File: src/design/bml_pkg.sv
// ============================================================
// Boot mode select loader: shared constants, types, helpers
// ============================================================
package bml_pkg;

  // ==========================================================
  // Widths and sizes
  // ==========================================================
  localparam int WORD_W     = 48;            // Instruction word width
  localparam int ADDR_W     = 20;            // Internal address width
  localparam int CHUNK_W    = 16;            // Widest incoming chunk
  localparam int FIFO_DEPTH = 8;             // Words buffered toward DMA
  localparam int FIFO_W     = ADDR_W + WORD_W;

  // ==========================================================
  // Load figures
  // ==========================================================
  localparam logic [8:0]        BOOT_WORDS = 9'h100;      // Kernel length
  localparam logic [ADDR_W-1:0] BOOT_BASE  = 20'h40000;   // First word address
  localparam logic [1:0]        SETTLE_LAST = 2'h2;       // Strap sync settle
  localparam logic [3:0]        CHAN_EXT   = 4'ha;        // External port DMA
  localparam logic [3:0]        CHAN_SPI   = 4'h8;        // Serial DMA channel
  localparam logic [3:0]        LINK_BUF   = 4'h4;        // Link buffer number
  localparam logic [3:0]        CHUNKS_8   = 4'h6;        // Bytes per word
  localparam logic [3:0]        CHUNKS_16  = 4'h3;        // Halfwords per word
  localparam logic [3:0]        CHUNKS_4   = 4'hc;        // Nibbles per word

  // ==========================================================
  // Enumerations
  // ==========================================================
  typedef enum logic [2:0] {
    BML_NONE,
    BML_EPROM,
    BML_HOST,
    BML_LINK,
    BML_SPI
  } bml_mode_e;

  typedef enum logic [1:0] {
    ST_SETTLE,
    ST_LOAD,
    ST_DRAIN,
    ST_RUN
  } bml_state_e;

  // ==========================================================
  // Helpers
  // ==========================================================
  // Strap decode; both straps high is reserved and boots nothing
  function automatic bml_mode_e bml_decode(input logic e_strap, input logic l_strap, input logic sel);
    bml_mode_e m;
    m = BML_NONE;
    if (e_strap && !l_strap) begin
      m = BML_EPROM;
    end else if (!e_strap && !l_strap) begin
      m = sel ? BML_HOST : BML_NONE;
    end else if (!e_strap && l_strap) begin
      m = sel ? BML_LINK : BML_SPI;
    end
    return m;
  endfunction

  // Chunks that make one instruction word
  function automatic logic [3:0] bml_chunks(input bml_mode_e m, input logic wide);
    logic [3:0] c;
    c = CHUNKS_8;
    if (m == BML_LINK) begin
      c = CHUNKS_4;
    end else if (m == BML_HOST && wide) begin
      c = CHUNKS_16;
    end
    return c;
  endfunction

  // Shift one chunk in at the top; first chunk ends lowest
  function automatic logic [WORD_W-1:0] bml_shift(input logic [WORD_W-1:0] w,
                                                  input logic [CHUNK_W-1:0] c,
                                                  input bml_mode_e m,
                                                  input logic wide);
    logic [WORD_W-1:0] r;
    r = {c[7:0], w[WORD_W-1:8]};
    if (m == BML_LINK) begin
      r = {c[3:0], w[WORD_W-1:4]};
    end else if (m == BML_HOST && wide) begin
      r = {c, w[WORD_W-1:16]};
    end
    return r;
  endfunction

endpackage

File: src/design/bml_stream_if.sv
`timescale 1ns/1ns
`default_nettype none
// ============================================================
// Word stream between loader and its FIFO
// ============================================================
interface bml_stream_if;
  import bml_pkg::*;
  logic              push_valid;  // Packed word offered
  logic              push_ready;  // FIFO has room
  logic [FIFO_W-1:0] push_data;   // Address and word
  logic              pop_valid;   // Word waiting for DMA
  logic              pop_ready;   // DMA takes it
  logic [FIFO_W-1:0] pop_data;    // Registered word out

  modport user (output push_valid, output push_data, input push_ready,
                input pop_valid, input pop_data, output pop_ready);
  modport fifo (input push_valid, input push_data, output push_ready,
                output pop_valid, output pop_data, input pop_ready);
endinterface
`default_nettype wire

File: src/design/bml_fifo.sv
`timescale 1ns/1ns
`default_nettype none
// ============================================================
// Small FIFO with a registered output stage
// ============================================================
module bml_fifo #(
  parameter int WIDTH = 8,
  parameter int DEPTH = 8
) (
  // Clock and reset
  input  wire logic i_clock,
  input  wire logic i_sys_rst,
  // Stream
  bml_stream_if.fifo s
);
  import bml_pkg::*;

  localparam int AW = $clog2(DEPTH);
  localparam logic [AW:0] FULL_CNT = (AW+1)'(DEPTH);

  typedef struct packed {
    logic [DEPTH-1:0][WIDTH-1:0] mem;       // Storage
    logic [AW-1:0]               wr_ptr;    // Next write slot
    logic [AW-1:0]               rd_ptr;    // Next read slot
    logic [AW:0]                 count;     // Words in storage
    logic                        out_valid; // Output stage loaded
    logic [WIDTH-1:0]            out_data;  // Output stage word
  } bml_fifo_s;

  bml_fifo_s r_reg;
  bml_fifo_s r_next;
  logic      do_push;
  logic      do_pull;

  // Ready only reflects stored words, so full is honest
  assign s.push_ready = (r_reg.count != FULL_CNT);
  assign s.pop_valid  = r_reg.out_valid;
  assign s.pop_data   = r_reg.out_data;

  // ==========================================================
  // Next state
  // ==========================================================
  always_comb begin
    r_next  = r_reg;
    do_push = s.push_valid && (r_reg.count != FULL_CNT);
    do_pull = (r_reg.count != '0) && (!r_reg.out_valid || s.pop_ready);
    // Output stage drains on accept
    if (s.pop_ready && r_reg.out_valid) begin
      r_next.out_valid = 1'b0;
    end
    // Refill output stage from storage
    if (do_pull) begin
      r_next.out_valid = 1'b1;
      r_next.out_data  = r_reg.mem[r_reg.rd_ptr];
      r_next.rd_ptr    = AW'(r_reg.rd_ptr + 1'b1);
    end
    // Store incoming word
    if (do_push) begin
      r_next.mem[r_reg.wr_ptr] = s.push_data;
      r_next.wr_ptr            = AW'(r_reg.wr_ptr + 1'b1);
    end
    // Occupancy
    if (do_push && !do_pull) begin
      r_next.count = (AW+1)'(r_reg.count + 1'b1);
    end else if (!do_push && do_pull) begin
      r_next.count = (AW+1)'(r_reg.count - 1'b1);
    end
  end

  // ==========================================================
  // State register
  // ==========================================================
  always_ff @(posedge i_clock) begin
    if (i_sys_rst) begin
      r_reg <= '0;
    end else begin
      r_reg <= r_next;
    end
  end

endmodule
`default_nettype wire

File: src/design/bml_loader.sv
`timescale 1ns/1ns
`default_nettype none
module bml_loader (
  // Clock and reset
  input  wire logic                    i_clock,
  input  wire logic                    i_sys_rst,
  // Boot straps and memory select pin
  input  wire logic                    i_eprom_boot_strap,
  input  wire logic                    i_link_boot_strap,
  input  wire logic                    i_boot_memory_select,
  output logic                         o_boot_memory_select,
  output logic                         o_boot_memory_select_oe,
  input  wire logic                    i_bus_owner,
  // Boot source
  input  wire logic [bml_pkg::CHUNK_W-1:0] i_src_data,
  input  wire logic                    i_src_strobe,
  input  wire logic                    i_host_16bit,
  output logic                         o_src_ready,
  // DMA write toward internal memory
  output logic                         o_dma_valid,
  output logic [bml_pkg::ADDR_W-1:0]   o_dma_addr,
  output logic [bml_pkg::WORD_W-1:0]   o_dma_data,
  input  wire logic                    i_dma_ready,
  output logic [3:0]                   o_dma_channel,
  // Core status
  output logic [2:0]                   o_boot_mode,
  output logic                         o_core_run,
  output logic                         o_exec_external
);
  import bml_pkg::*;

  // ==========================================================
  // State
  // ==========================================================
  typedef struct packed {
    logic               eb_s1, eb_s2;      // Strap synchronisers
    logic               lb_s1, lb_s2;
    logic               sel_s1, sel_s2;
    logic               w16_s1, w16_s2;    // Host width synchroniser
    logic [CHUNK_W-1:0] data_s1, data_s2;  // Source data synchroniser
    logic               stb_s1, stb_s2, stb_s3;
    logic [1:0]         settle;            // Post-reset settle count
    bml_state_e         state;
    bml_mode_e          mode;              // Latched boot mode
    logic               wide;              // Host bus is 16 bits
    logic [3:0]         chan;              // DMA channel / link buffer
    logic [CHUNK_W-1:0] rx_buf;            // Serial receive buffer
    logic               rx_full;
    logic [WORD_W-1:0]  word;              // Word being packed
    logic [3:0]         nchunks;           // Chunks in word
    logic [3:0]         target;            // Chunks per word
    logic [8:0]         pushed;            // Words handed to FIFO
    logic [8:0]         written;           // Words taken by DMA
    logic               src_ready;
    logic               sel_out;
    logic               sel_oe;
    logic               core_run;
    logic               exec_ext;
  } bml_loader_s;

  bml_loader_s r_reg;
  bml_loader_s r_next;
  logic        strobe_rise;   // New chunk from source
  logic        word_full;     // Packed word waiting to push
  bml_mode_e   strap_mode;    // Decode of synchronised straps

  bml_stream_if fifo_if ();

  // Buffer between packer and DMA; full FIFO stalls the source
  bml_fifo #(
    .WIDTH (FIFO_W),
    .DEPTH (FIFO_DEPTH)
  ) u_fifo (
    .i_clock   (i_clock),
    .i_sys_rst (i_sys_rst),
    .s         (fifo_if.fifo)
  );

  assign strobe_rise        = r_reg.stb_s2 && !r_reg.stb_s3;
  assign word_full          = (r_reg.state == ST_LOAD) && (r_reg.nchunks == r_reg.target);
  assign strap_mode         = bml_decode(r_reg.eb_s2, r_reg.lb_s2, r_reg.sel_s2);
  assign fifo_if.push_valid = word_full;
  assign fifo_if.push_data  = {ADDR_W'(BOOT_BASE + {11'h0, r_reg.pushed}), r_reg.word};
  assign fifo_if.pop_ready  = i_dma_ready;

  // ==========================================================
  // Next state
  // ==========================================================
  always_comb begin
    r_next = r_reg;
    // Two-flop synchronisers for pins
    r_next.eb_s1   = i_eprom_boot_strap;
    r_next.eb_s2   = r_reg.eb_s1;
    r_next.lb_s1   = i_link_boot_strap;
    r_next.lb_s2   = r_reg.lb_s1;
    r_next.sel_s1  = i_boot_memory_select;
    r_next.sel_s2  = r_reg.sel_s1;
    r_next.w16_s1  = i_host_16bit;
    r_next.w16_s2  = r_reg.w16_s1;
    r_next.data_s1 = i_src_data;
    r_next.data_s2 = r_reg.data_s1;
    r_next.stb_s1  = i_src_strobe;
    r_next.stb_s2  = r_reg.stb_s1;
    r_next.stb_s3  = r_reg.stb_s2;

    // DMA accepts count toward completion
    if (fifo_if.pop_valid && i_dma_ready) begin
      r_next.written = 9'(r_reg.written + 1'b1);
    end

    unique case (r_reg.state)
      // Wait for synchronisers, then latch the mode once
      ST_SETTLE: begin
        if (r_reg.settle == SETTLE_LAST) begin
          r_next.mode   = strap_mode;
          r_next.wide   = r_reg.w16_s2;
          r_next.target = bml_chunks(strap_mode, r_reg.w16_s2);
          unique case (strap_mode)
            BML_EPROM: r_next.chan = CHAN_EXT;
            BML_HOST:  r_next.chan = CHAN_EXT;
            BML_LINK:  r_next.chan = LINK_BUF;
            BML_SPI:   r_next.chan = CHAN_SPI;
            BML_NONE:  r_next.chan = 4'h0;
          endcase
          if (strap_mode == BML_NONE) begin
            r_next.state    = ST_RUN;
            r_next.core_run = 1'b1;
            r_next.exec_ext = 1'b1;
          end else begin
            r_next.state = ST_LOAD;
          end
        end else begin
          r_next.settle = 2'(r_reg.settle + 1'b1);
        end
      end
      // Capture, pack and push until the kernel is queued
      ST_LOAD: begin
        if (strobe_rise && r_reg.src_ready) begin
          r_next.rx_buf  = r_reg.data_s2;
          r_next.rx_full = 1'b1;
        end
        if (r_reg.rx_full && !word_full) begin
          r_next.word    = bml_shift(r_reg.word, r_reg.rx_buf, r_reg.mode, r_reg.wide);
          r_next.nchunks = 4'(r_reg.nchunks + 1'b1);
          r_next.rx_full = 1'b0;
        end
        if (word_full && fifo_if.push_ready) begin
          r_next.nchunks = 4'h0;
          r_next.pushed  = 9'(r_reg.pushed + 1'b1);
          if (r_reg.pushed == BOOT_WORDS - 9'h1) begin
            r_next.state = ST_DRAIN;
          end
        end
      end
      // Let the DMA finish the last buffered words
      ST_DRAIN: begin
        if (r_reg.written == BOOT_WORDS) begin
          r_next.state    = ST_RUN;
          r_next.core_run = 1'b1;
        end
      end
      // Booted; mode stays until the next reset
      ST_RUN: begin
        r_next.state = ST_RUN;
      end
    endcase

    // Source may send only when a slot is free; FIFO full holds it off
    r_next.src_ready = (r_next.state == ST_LOAD) && !r_next.rx_full &&
                       (r_next.nchunks != r_next.target);

    // Memory select: active-low chip select, driven only by bus owner
    r_next.sel_out = !((r_next.state == ST_LOAD) || (r_next.state == ST_DRAIN));
    r_next.sel_oe  = (r_next.mode == BML_EPROM) && i_bus_owner &&
                     ((r_next.state == ST_LOAD) || (r_next.state == ST_DRAIN));
  end

  // ==========================================================
  // State register
  // ==========================================================
  always_ff @(posedge i_clock) begin
    if (i_sys_rst) begin
      r_reg         <= '0;
      r_reg.sel_out <= 1'b1;
    end else begin
      r_reg <= r_next;
    end
  end

  // ==========================================================
  // Outputs, all from flops
  // ==========================================================
  assign o_boot_memory_select    = r_reg.sel_out;
  assign o_boot_memory_select_oe = r_reg.sel_oe;
  assign o_src_ready             = r_reg.src_ready;
  assign o_dma_valid             = fifo_if.pop_valid;
  assign o_dma_addr              = fifo_if.pop_data[FIFO_W-1:WORD_W];
  assign o_dma_data              = fifo_if.pop_data[WORD_W-1:0];
  assign o_dma_channel           = r_reg.chan;
  assign o_boot_mode             = r_reg.mode;
  assign o_core_run              = r_reg.core_run;
  assign o_exec_external         = r_reg.exec_ext;
endmodule
`default_nettype wire

File: config.mk
export PLATFORM = sky130hd
export DESIGN_NAME = bml_loader
export DESIGN_NICKNAME = d
export VERILOG_FILES = /design/src/design/bml_pkg.sv /design/src/design/bml_stream_if.sv /design/src/design/bml_fifo.sv /design/src/design/bml_loader.sv
export SDC_FILE = /design/constraint.sdc
export NUM_CORES = 1
export LEC_CHECK = 0
export ABC_AREA = 0
export BUFFER_PORTS_ARGS = -buffer_cell sky130_fd_sc_hd__buf_2
export CAP_MARGIN = 20
export CORE_MARGIN = 8
export CORE_UTILIZATION = 64
export DETAILED_ROUTE_END_ITERATION = 10
export PLACE_DENSITY = 0.82
export RECOVER_POWER = 50
export SLEW_MARGIN = 20
export SYNTH_ARGS = -nofsm -noshare
export SYNTH_HDL_FRONTEND = slang
export SYNTH_HIERARCHICAL = 1
export SYNTH_SLANG_ARGS = --single-unit
File: constraint.sdc
create_clock -name i_clock -period 5.5 [get_ports i_clock]
set_input_delay 0.55 -clock i_clock [delete_from_list [all_inputs] [get_ports i_clock]]
set_output_delay 0.55 -clock i_clock [all_outputs]
set_load 0.02 [all_outputs]
==> results of run 1 <==
[logic make-up after synthesis]
kind of cell,after synthesis,synth area share [%]
xor gates and xnor gates,28,0.7589
and+or+nand+nor,1546,19.59
DFF,773,47.89
adders and majority gates,13,0.5266
other,2,0.02324
buffers and inverters,454,7.322
muxes,192,11.22
AOI/OAI and AO/OA,766,12.67
[per-layer routing]
layer	wire length, um	share of wire [%]	track usage [%]	up-vias
met5	0	0	0	-
met4	3284	3.9	12.81	0
met3	8543	10	4.966	279
met2	39610	47	45.89	1359
met1	33510	39	37.48	12534
li1	-	-	-	12136
[how the worst max path moves through the flow]
stage	start	to	slack, ps
6_report	r_reg[27]	u_fifo/r_reg[452]	1040
3_5_place_dp	r_reg[27]	u_fifo/r_reg[530]	2070
3_3_place_gp	r_reg[27]	u_fifo/r_reg[533]	2140
2_1_floorplan	r_reg[27]	u_fifo/r_reg[72]	2180
4_1_cts	r_reg[27]	u_fifo/r_reg[529]	2030
5_1_grt	r_reg[27]	u_fifo/r_reg[282]	930
[power by group through the flow]
stage                     combinational, uW  clock [uW]  sequential (uW)
after global routing                   3020        5410             6280
after detailed placement               2860           0             6350
after global placement                 2830           0             6340
final                                  2850        5140             6240
after CTS                              2870        5180             6230
after floorplan                        2420           0             6170
[cell type report]
class | count | area [sq um]
clock buffer | 107 | 2205
clock inverter | 30 | 262.8
fill | 3867 | 15780
inverter | 12 | 45.04
multi-input combinational | 2557 | 14590
sequential | 773 | 15480
tap | 672 | 840.8
timing repair buffer | 144 | 762.0
[placed cells by master (no fill, tap or decap), types with 6 or more instances in the layout]
| cell type | n |
|---|---|
| a21oi_1 | 627 |
| xor2_1 | 20 |
| and3_1 | 6 |
| dfxtp_1 | 772 |
| buf_2 | 23 |
| nand3_4 | 6 |
| xnor2_1 | 8 |
| nor2_1 | 213 |
| a211oi_1 | 52 |
| nor2b_1 | 49 |
| clkbuf_8 | 8 |
| clkbuf_1 | 103 |
| clkinv_2 | 20 |
| ha_1 | 12 |
| o21ai_0 | 8 |
| conb_1 | 12 |
| nand2_1 | 1142 |
| o22ai_1 | 68 |
| buf_4 | 25 |
| mux4_2 | 136 |
| mux2i_1 | 54 |
| nor3_1 | 77 |
| inv_1 | 11 |
| clkbuf_16 | 81 |
| nand3_1 | 8 |
[per-stage QoR]
stage / power (uW) / hold WS, ps / utilization (%) / setup slack [ps]
after floorplan: 8594 / 413.8 / - / 2177
after global placement: 9173 / 415.8 / 63.79 / 2142
after detailed placement: 9207 / 423.9 / 63.79 / 2066
after CTS: 14280 / 115.7 / 68.73 / 2030
after global routing: 14710 / 132.8 / 68.41 / 929.1
final: 14220 / 140.7 / 68.41 / 1042
==> run_results.csv, run 1 <==
group,metric,value,unit
status,outcome,"complete, but fails checks",
status,violations,"capacitance limit, slew limit",
cts,cts-root-buf,"clkbuf_16",
pwr,pwr-share-seq,43.9,%
timing,hold_viol,0,
die,row_count,82,
yosys,yosysTopAreaCellShare,47.89,%
setup_path,crit_chain,"xor2_1 -> or4_1 -> nor2_1 -> clkbuf_1 -> nand4_4 -> buf_4 -> nand2_1 -> a21oi_1",
yosys,ys_ff_latch,773,
yosys,netlist_instances,3774,
die,die_w,240.7,um
timing,relSlewSlack,-138.5,%
place,port_buffers,104,
setup_path,cp.required,5820,ps
yosys,synth.most_common_cell,"nand2_1",
route,drt_iter0_markers,2850,
yosys,synth_area,0.03231,sq mm
setup_path,r2r_setup_slack,1040,ps
timing,period_share,81.06,%
yosys,synthArstFlopShare,0,%
die,chipHeight,240.7,um
setup_path,reg2reg_depth,8,
pwr,clkPwrFrac,36.1,%
cells_and_area,stdcell_area,0.03418,sq mm
die,initial_core_util,64.67,%
yosys,synth_largest_area_cell,"dfxtp_1",
grt,grt_pass1_vias,25038,
yosys,synth_edf_count,0,
cells_and_area,drive_above_1_share,9.522,%
cts,post_cts_buffers,0,
yosys,synthFlopType,"dfxtp_1",
cells_and_area,largest_register_ffs,554,
route,ant_nets,0,
setup_path,r2r_end,"u_fifo/r_reg[452]",
grt,grt_pass1_wl,133.4,mm
pwr,p_int,9772,uW
cells_and_area,layout.cells.non_filler,4295,
route,dr.pass1.iters,7,
place,globalplace.congestion,0.8024,
setup_path,max_stage_delay,1030,ps
yosys,synth_seq_area_share,47.89,%
setup_path,crit_family,"simple AND/OR/NAND/NOR gates",
pwr,p_sw_share,31.27,%
timing,rsz0062_at_grt,"false",
timing,setup_tns,0,ps
yosys,synth_area_per_cell,8.562,sq um
cts,h-tree-depth,3,
grt,antenna_found_initial,0,
timing,clock.fmax,224.3,MHz
min_path,holdPathStages,2,
pwr,p_comb_share,20.0,%
die,pin_count,106,
grt,grt_max_degree,216,
min_path,hold_end,"r_next[118]",
setup_path,r2r_start,"r_reg[27]",
cells_and_area,syn2layout_area_growth,5.785,%
die,placeableCoreArea,0.04997,sq mm
setup_path,cp-end-kind,"flip-flop",
timing,slew_viol_final,600,
setup_path,path_class,"reg -> reg",
timing,period_needed,4458,ps
cts,clockBufferDepth,3,
setup_path,cp_max_fo,40,
place,hpwlAfterDp,43.91,mm
cells_and_area,final_nets,3603,
pwr,ir_drop,306.6,uV
timing,fin_worst_skew,26.43,ps
cts,cts_resized,0,
yosys,synth_area_leaders,"dfxtp_1 (48%), nand2_1 (13%), a21oi_1 (9.7%)",
timing,setup_violations,0,
route,dr_total_vias,26308,
timing,tightest_slew,3577,ps
run,maxCapViolations,11,
die,dieArea,0.05794,sq mm
route,wl_per_cell,19.78,um
min_path,hp-start,"i_src_data[7]",
route,vias_per_cell,6.125,
cts,path_clk_slew,60,ps
cts,insertion_delay,630,ps
setup_path,cp.arrival,4770,ps
cts,cts_hold_buf,0,
cts,cts_tree,"yes",
yosys,synth_cell_types,59,
setup_path,critPathBufInv,2,
yosys,yosys_warnings,6,
grt,grt.total_usage,28.49,%
cts,clkSinkCount,773,
pwr,leakagePower,0.01117,uW
route,detail_route.drc_violations,0,
cts,numCtsBuffers,77,
place,placed_area,0.03187,sq mm
setup_path,cp-start-kind,"flip-flop",
cells_and_area,diodes,0,
pwr,p_sw,4445,uW
setup_path,crit_cells,8,
place,dp_cells,4158,
min_path,min_path_type,"in -> reg",
grt,gr-total-overflow,0,
pwr,power.density,415.9,mW/mm^2
setup_path,cpMaxStageDelayCell,"nand4_4",
route,wl,84.95,mm
yosys,yosys-top-cells-count,"nand2_1 (1142), dfxtp_1 (773), a21oi_1 (627), nor2_1 (212), clkbuf_1 (169)",
Note: power is estimated with default switching activity, not from simulation.
==> inputs of run 2 (changes only) <==
Settings changed: CORE_UTILIZATION 64 to 56, PLACE_DENSITY 0.82 to 0.76.
Clock period 5.5 ns to 3.8 ns, I/O delays scaled along.
==> run_results.csv, run 2 (synthesized netlist as in run 1, its figures left out) <==
group,metric,value,unit
cells_and_area,final_util,61.02,%
timing,period_share,88.40,%
min_path,hp-start,"i_src_data[6]",
cts,clockBufferDepth,3,
pwr,p_total,21180,uW
cts,clkSinkCount,773,
timing,setup_violations,0,
cells_and_area,syn2layout_area_growth,8.325,%
die,placeableCoreArea,0.05737,sq mm
timing,period_needed,3359,ps
setup_path,crit_family,"simple AND/OR/NAND/NOR gates",
setup_path,critPathBufInv,2,
route,ant_nets,0,
cts,insertion_delay,630,ps
setup_path,cp.required,4200,ps
cts,numCtsBuffers,78,
pwr,ir_drop,415.9,uV
timing,clock.fmax,297.7,MHz
setup_path,path_class,"reg -> reg",
grt,gr-total-overflow,0,
timing,relSlewSlack,-51.22,%
route,vias_per_cell,5.800,
route,wl_per_cell,18.80,um
route,wl,83.23,mm
place,port_buffers,104,
route,detail_route.drc_violations,0,
place,placed_area,0.03239,sq mm
timing,fin_worst_skew,25.95,ps
cells_and_area,stdcell_area,0.03500,sq mm
cells_and_area,layout_common_cells,"nand2_1 (1142), dfxtp_1 (771), a21oi_1 (627)",
cts,cts_hold_buf,20,
grt,grt_max_degree,106,
cells_and_area,largest_register_ffs,554,
setup_path,max_stage_delay,700,ps
die,dieArea,0.06565,sq mm
route,dr.pass1.iters,8,
setup_path,cp.arrival,3760,ps
setup_path,crit_chain,"xor2_1 -> or4_1 -> nor2_1 -> buf_4 -> nand3_2 -> buf_12 -> nand2_1 -> a21oi_1",
die,pin_count,106,
timing,rsz0062_at_grt,"false",
place,hpwlAfterDp,45.10,mm
cts,path_clk_slew,60,ps
status,violations,"capacitance limit, slew limit",
grt,grt_pass1_wl,133.2,mm
setup_path,cp-end-kind,"flip-flop",
grt,grt_pass1_vias,24800,
die,row_count,88,
cts,cts_tree,"yes",
setup_path,cp-startpoint,"r_reg[27]",
cts,cts_resized,0,
run,maxCapViolations,5,
die,initial_core_util,56.33,%
timing,hold_viol,0,
status,outcome,"complete, but fails checks",
timing,setup_tns,0,ps
pwr,power.density,605.1,mW/mm^2
die,chipHeight,256.2,um
min_path,min_path_type,"in -> reg",
pwr,leakagePower,0.01148,uW
grt,antenna_found_initial,0,
grt,grt.total_usage,24.45,%
setup_path,cp_max_fo,44,
cells_and_area,final_nets,3639,
route,dr_total_vias,25682,
cells_and_area,layout_commonest_cell,"nand2_1",
cells_and_area,diodes,0,
cts,cts-root-buf,"clkbuf_16",
place,globalplace.congestion,0.7597,
cts,post_cts_buffers,0,
route,drt_iter0_markers,2255,
die,die_w,256.2,um
setup_path,cpMaxStageDelayCell,"or4_1",
cells_and_area,drive_above_1_share,10.02,%
setup_path,cp-start-kind,"flip-flop",
timing,tightest_slew,2268,ps
setup_path,r2r_start,"r_reg[27]",
timing,slew_viol_final,365,
cts,h-tree-depth,3,
[run 2: through the flow]
stage               setup WS, ps  hold WS [ps]  instances
floorplan                  476.8         413.8       3784
global placement           835.6         418.1       4266
CTS                        716.5        0.9117       4428
detailed placement         795.0         420.4       4266
finish                     440.7         17.54       4428
global route               294.0         18.63       4428
[run 2: report_power, final]
part / switching [uW] / leakage (uW) / total, uW / internal (uW)
clock network: 3230 / 0.00135 / 8070 / 4850
registers: 346 / 0.00625 / 8900 / 8550
logic: 2870 / 0.00389 / 4210 / 1340
total: 6440 / 0.0115 / 21200 / 14700
[run 2: cell type report]
type	instances	area [sq um]
flip-flops and latches	773	15480
multi-input cells	2557	14530
clock buffers	111	2298
inverters	12	45.04
fillers	4877	22360
repair buffers	179	1269
well taps	765	957.2
clock inverters	31	426.7
[run 2: per-layer routing]
metal / vias to the layer above / GRT usage [%] / wire [um]
li1: 12225 / - / -
met1: 12191 / 32.04 / 34030
met2: 1074 / 40.09 / 39220
met3: 192 / 4.557 / 7476
met4: 0 / 9.054 / 2498
met5: - / 0 / 0
[run 2: path summary, 6_finish.rpt]
kind | endpoint | slack [ps] | cells past startpoint
setup / recovery | u_fifo/r_reg[174] | 440 | 8
hold / removal | r_next[117] | 20 | 2
setup reg to reg | u_fifo/r_reg[174] | 440 | 8
hold reg to reg | r_reg[147] | 420 | 1
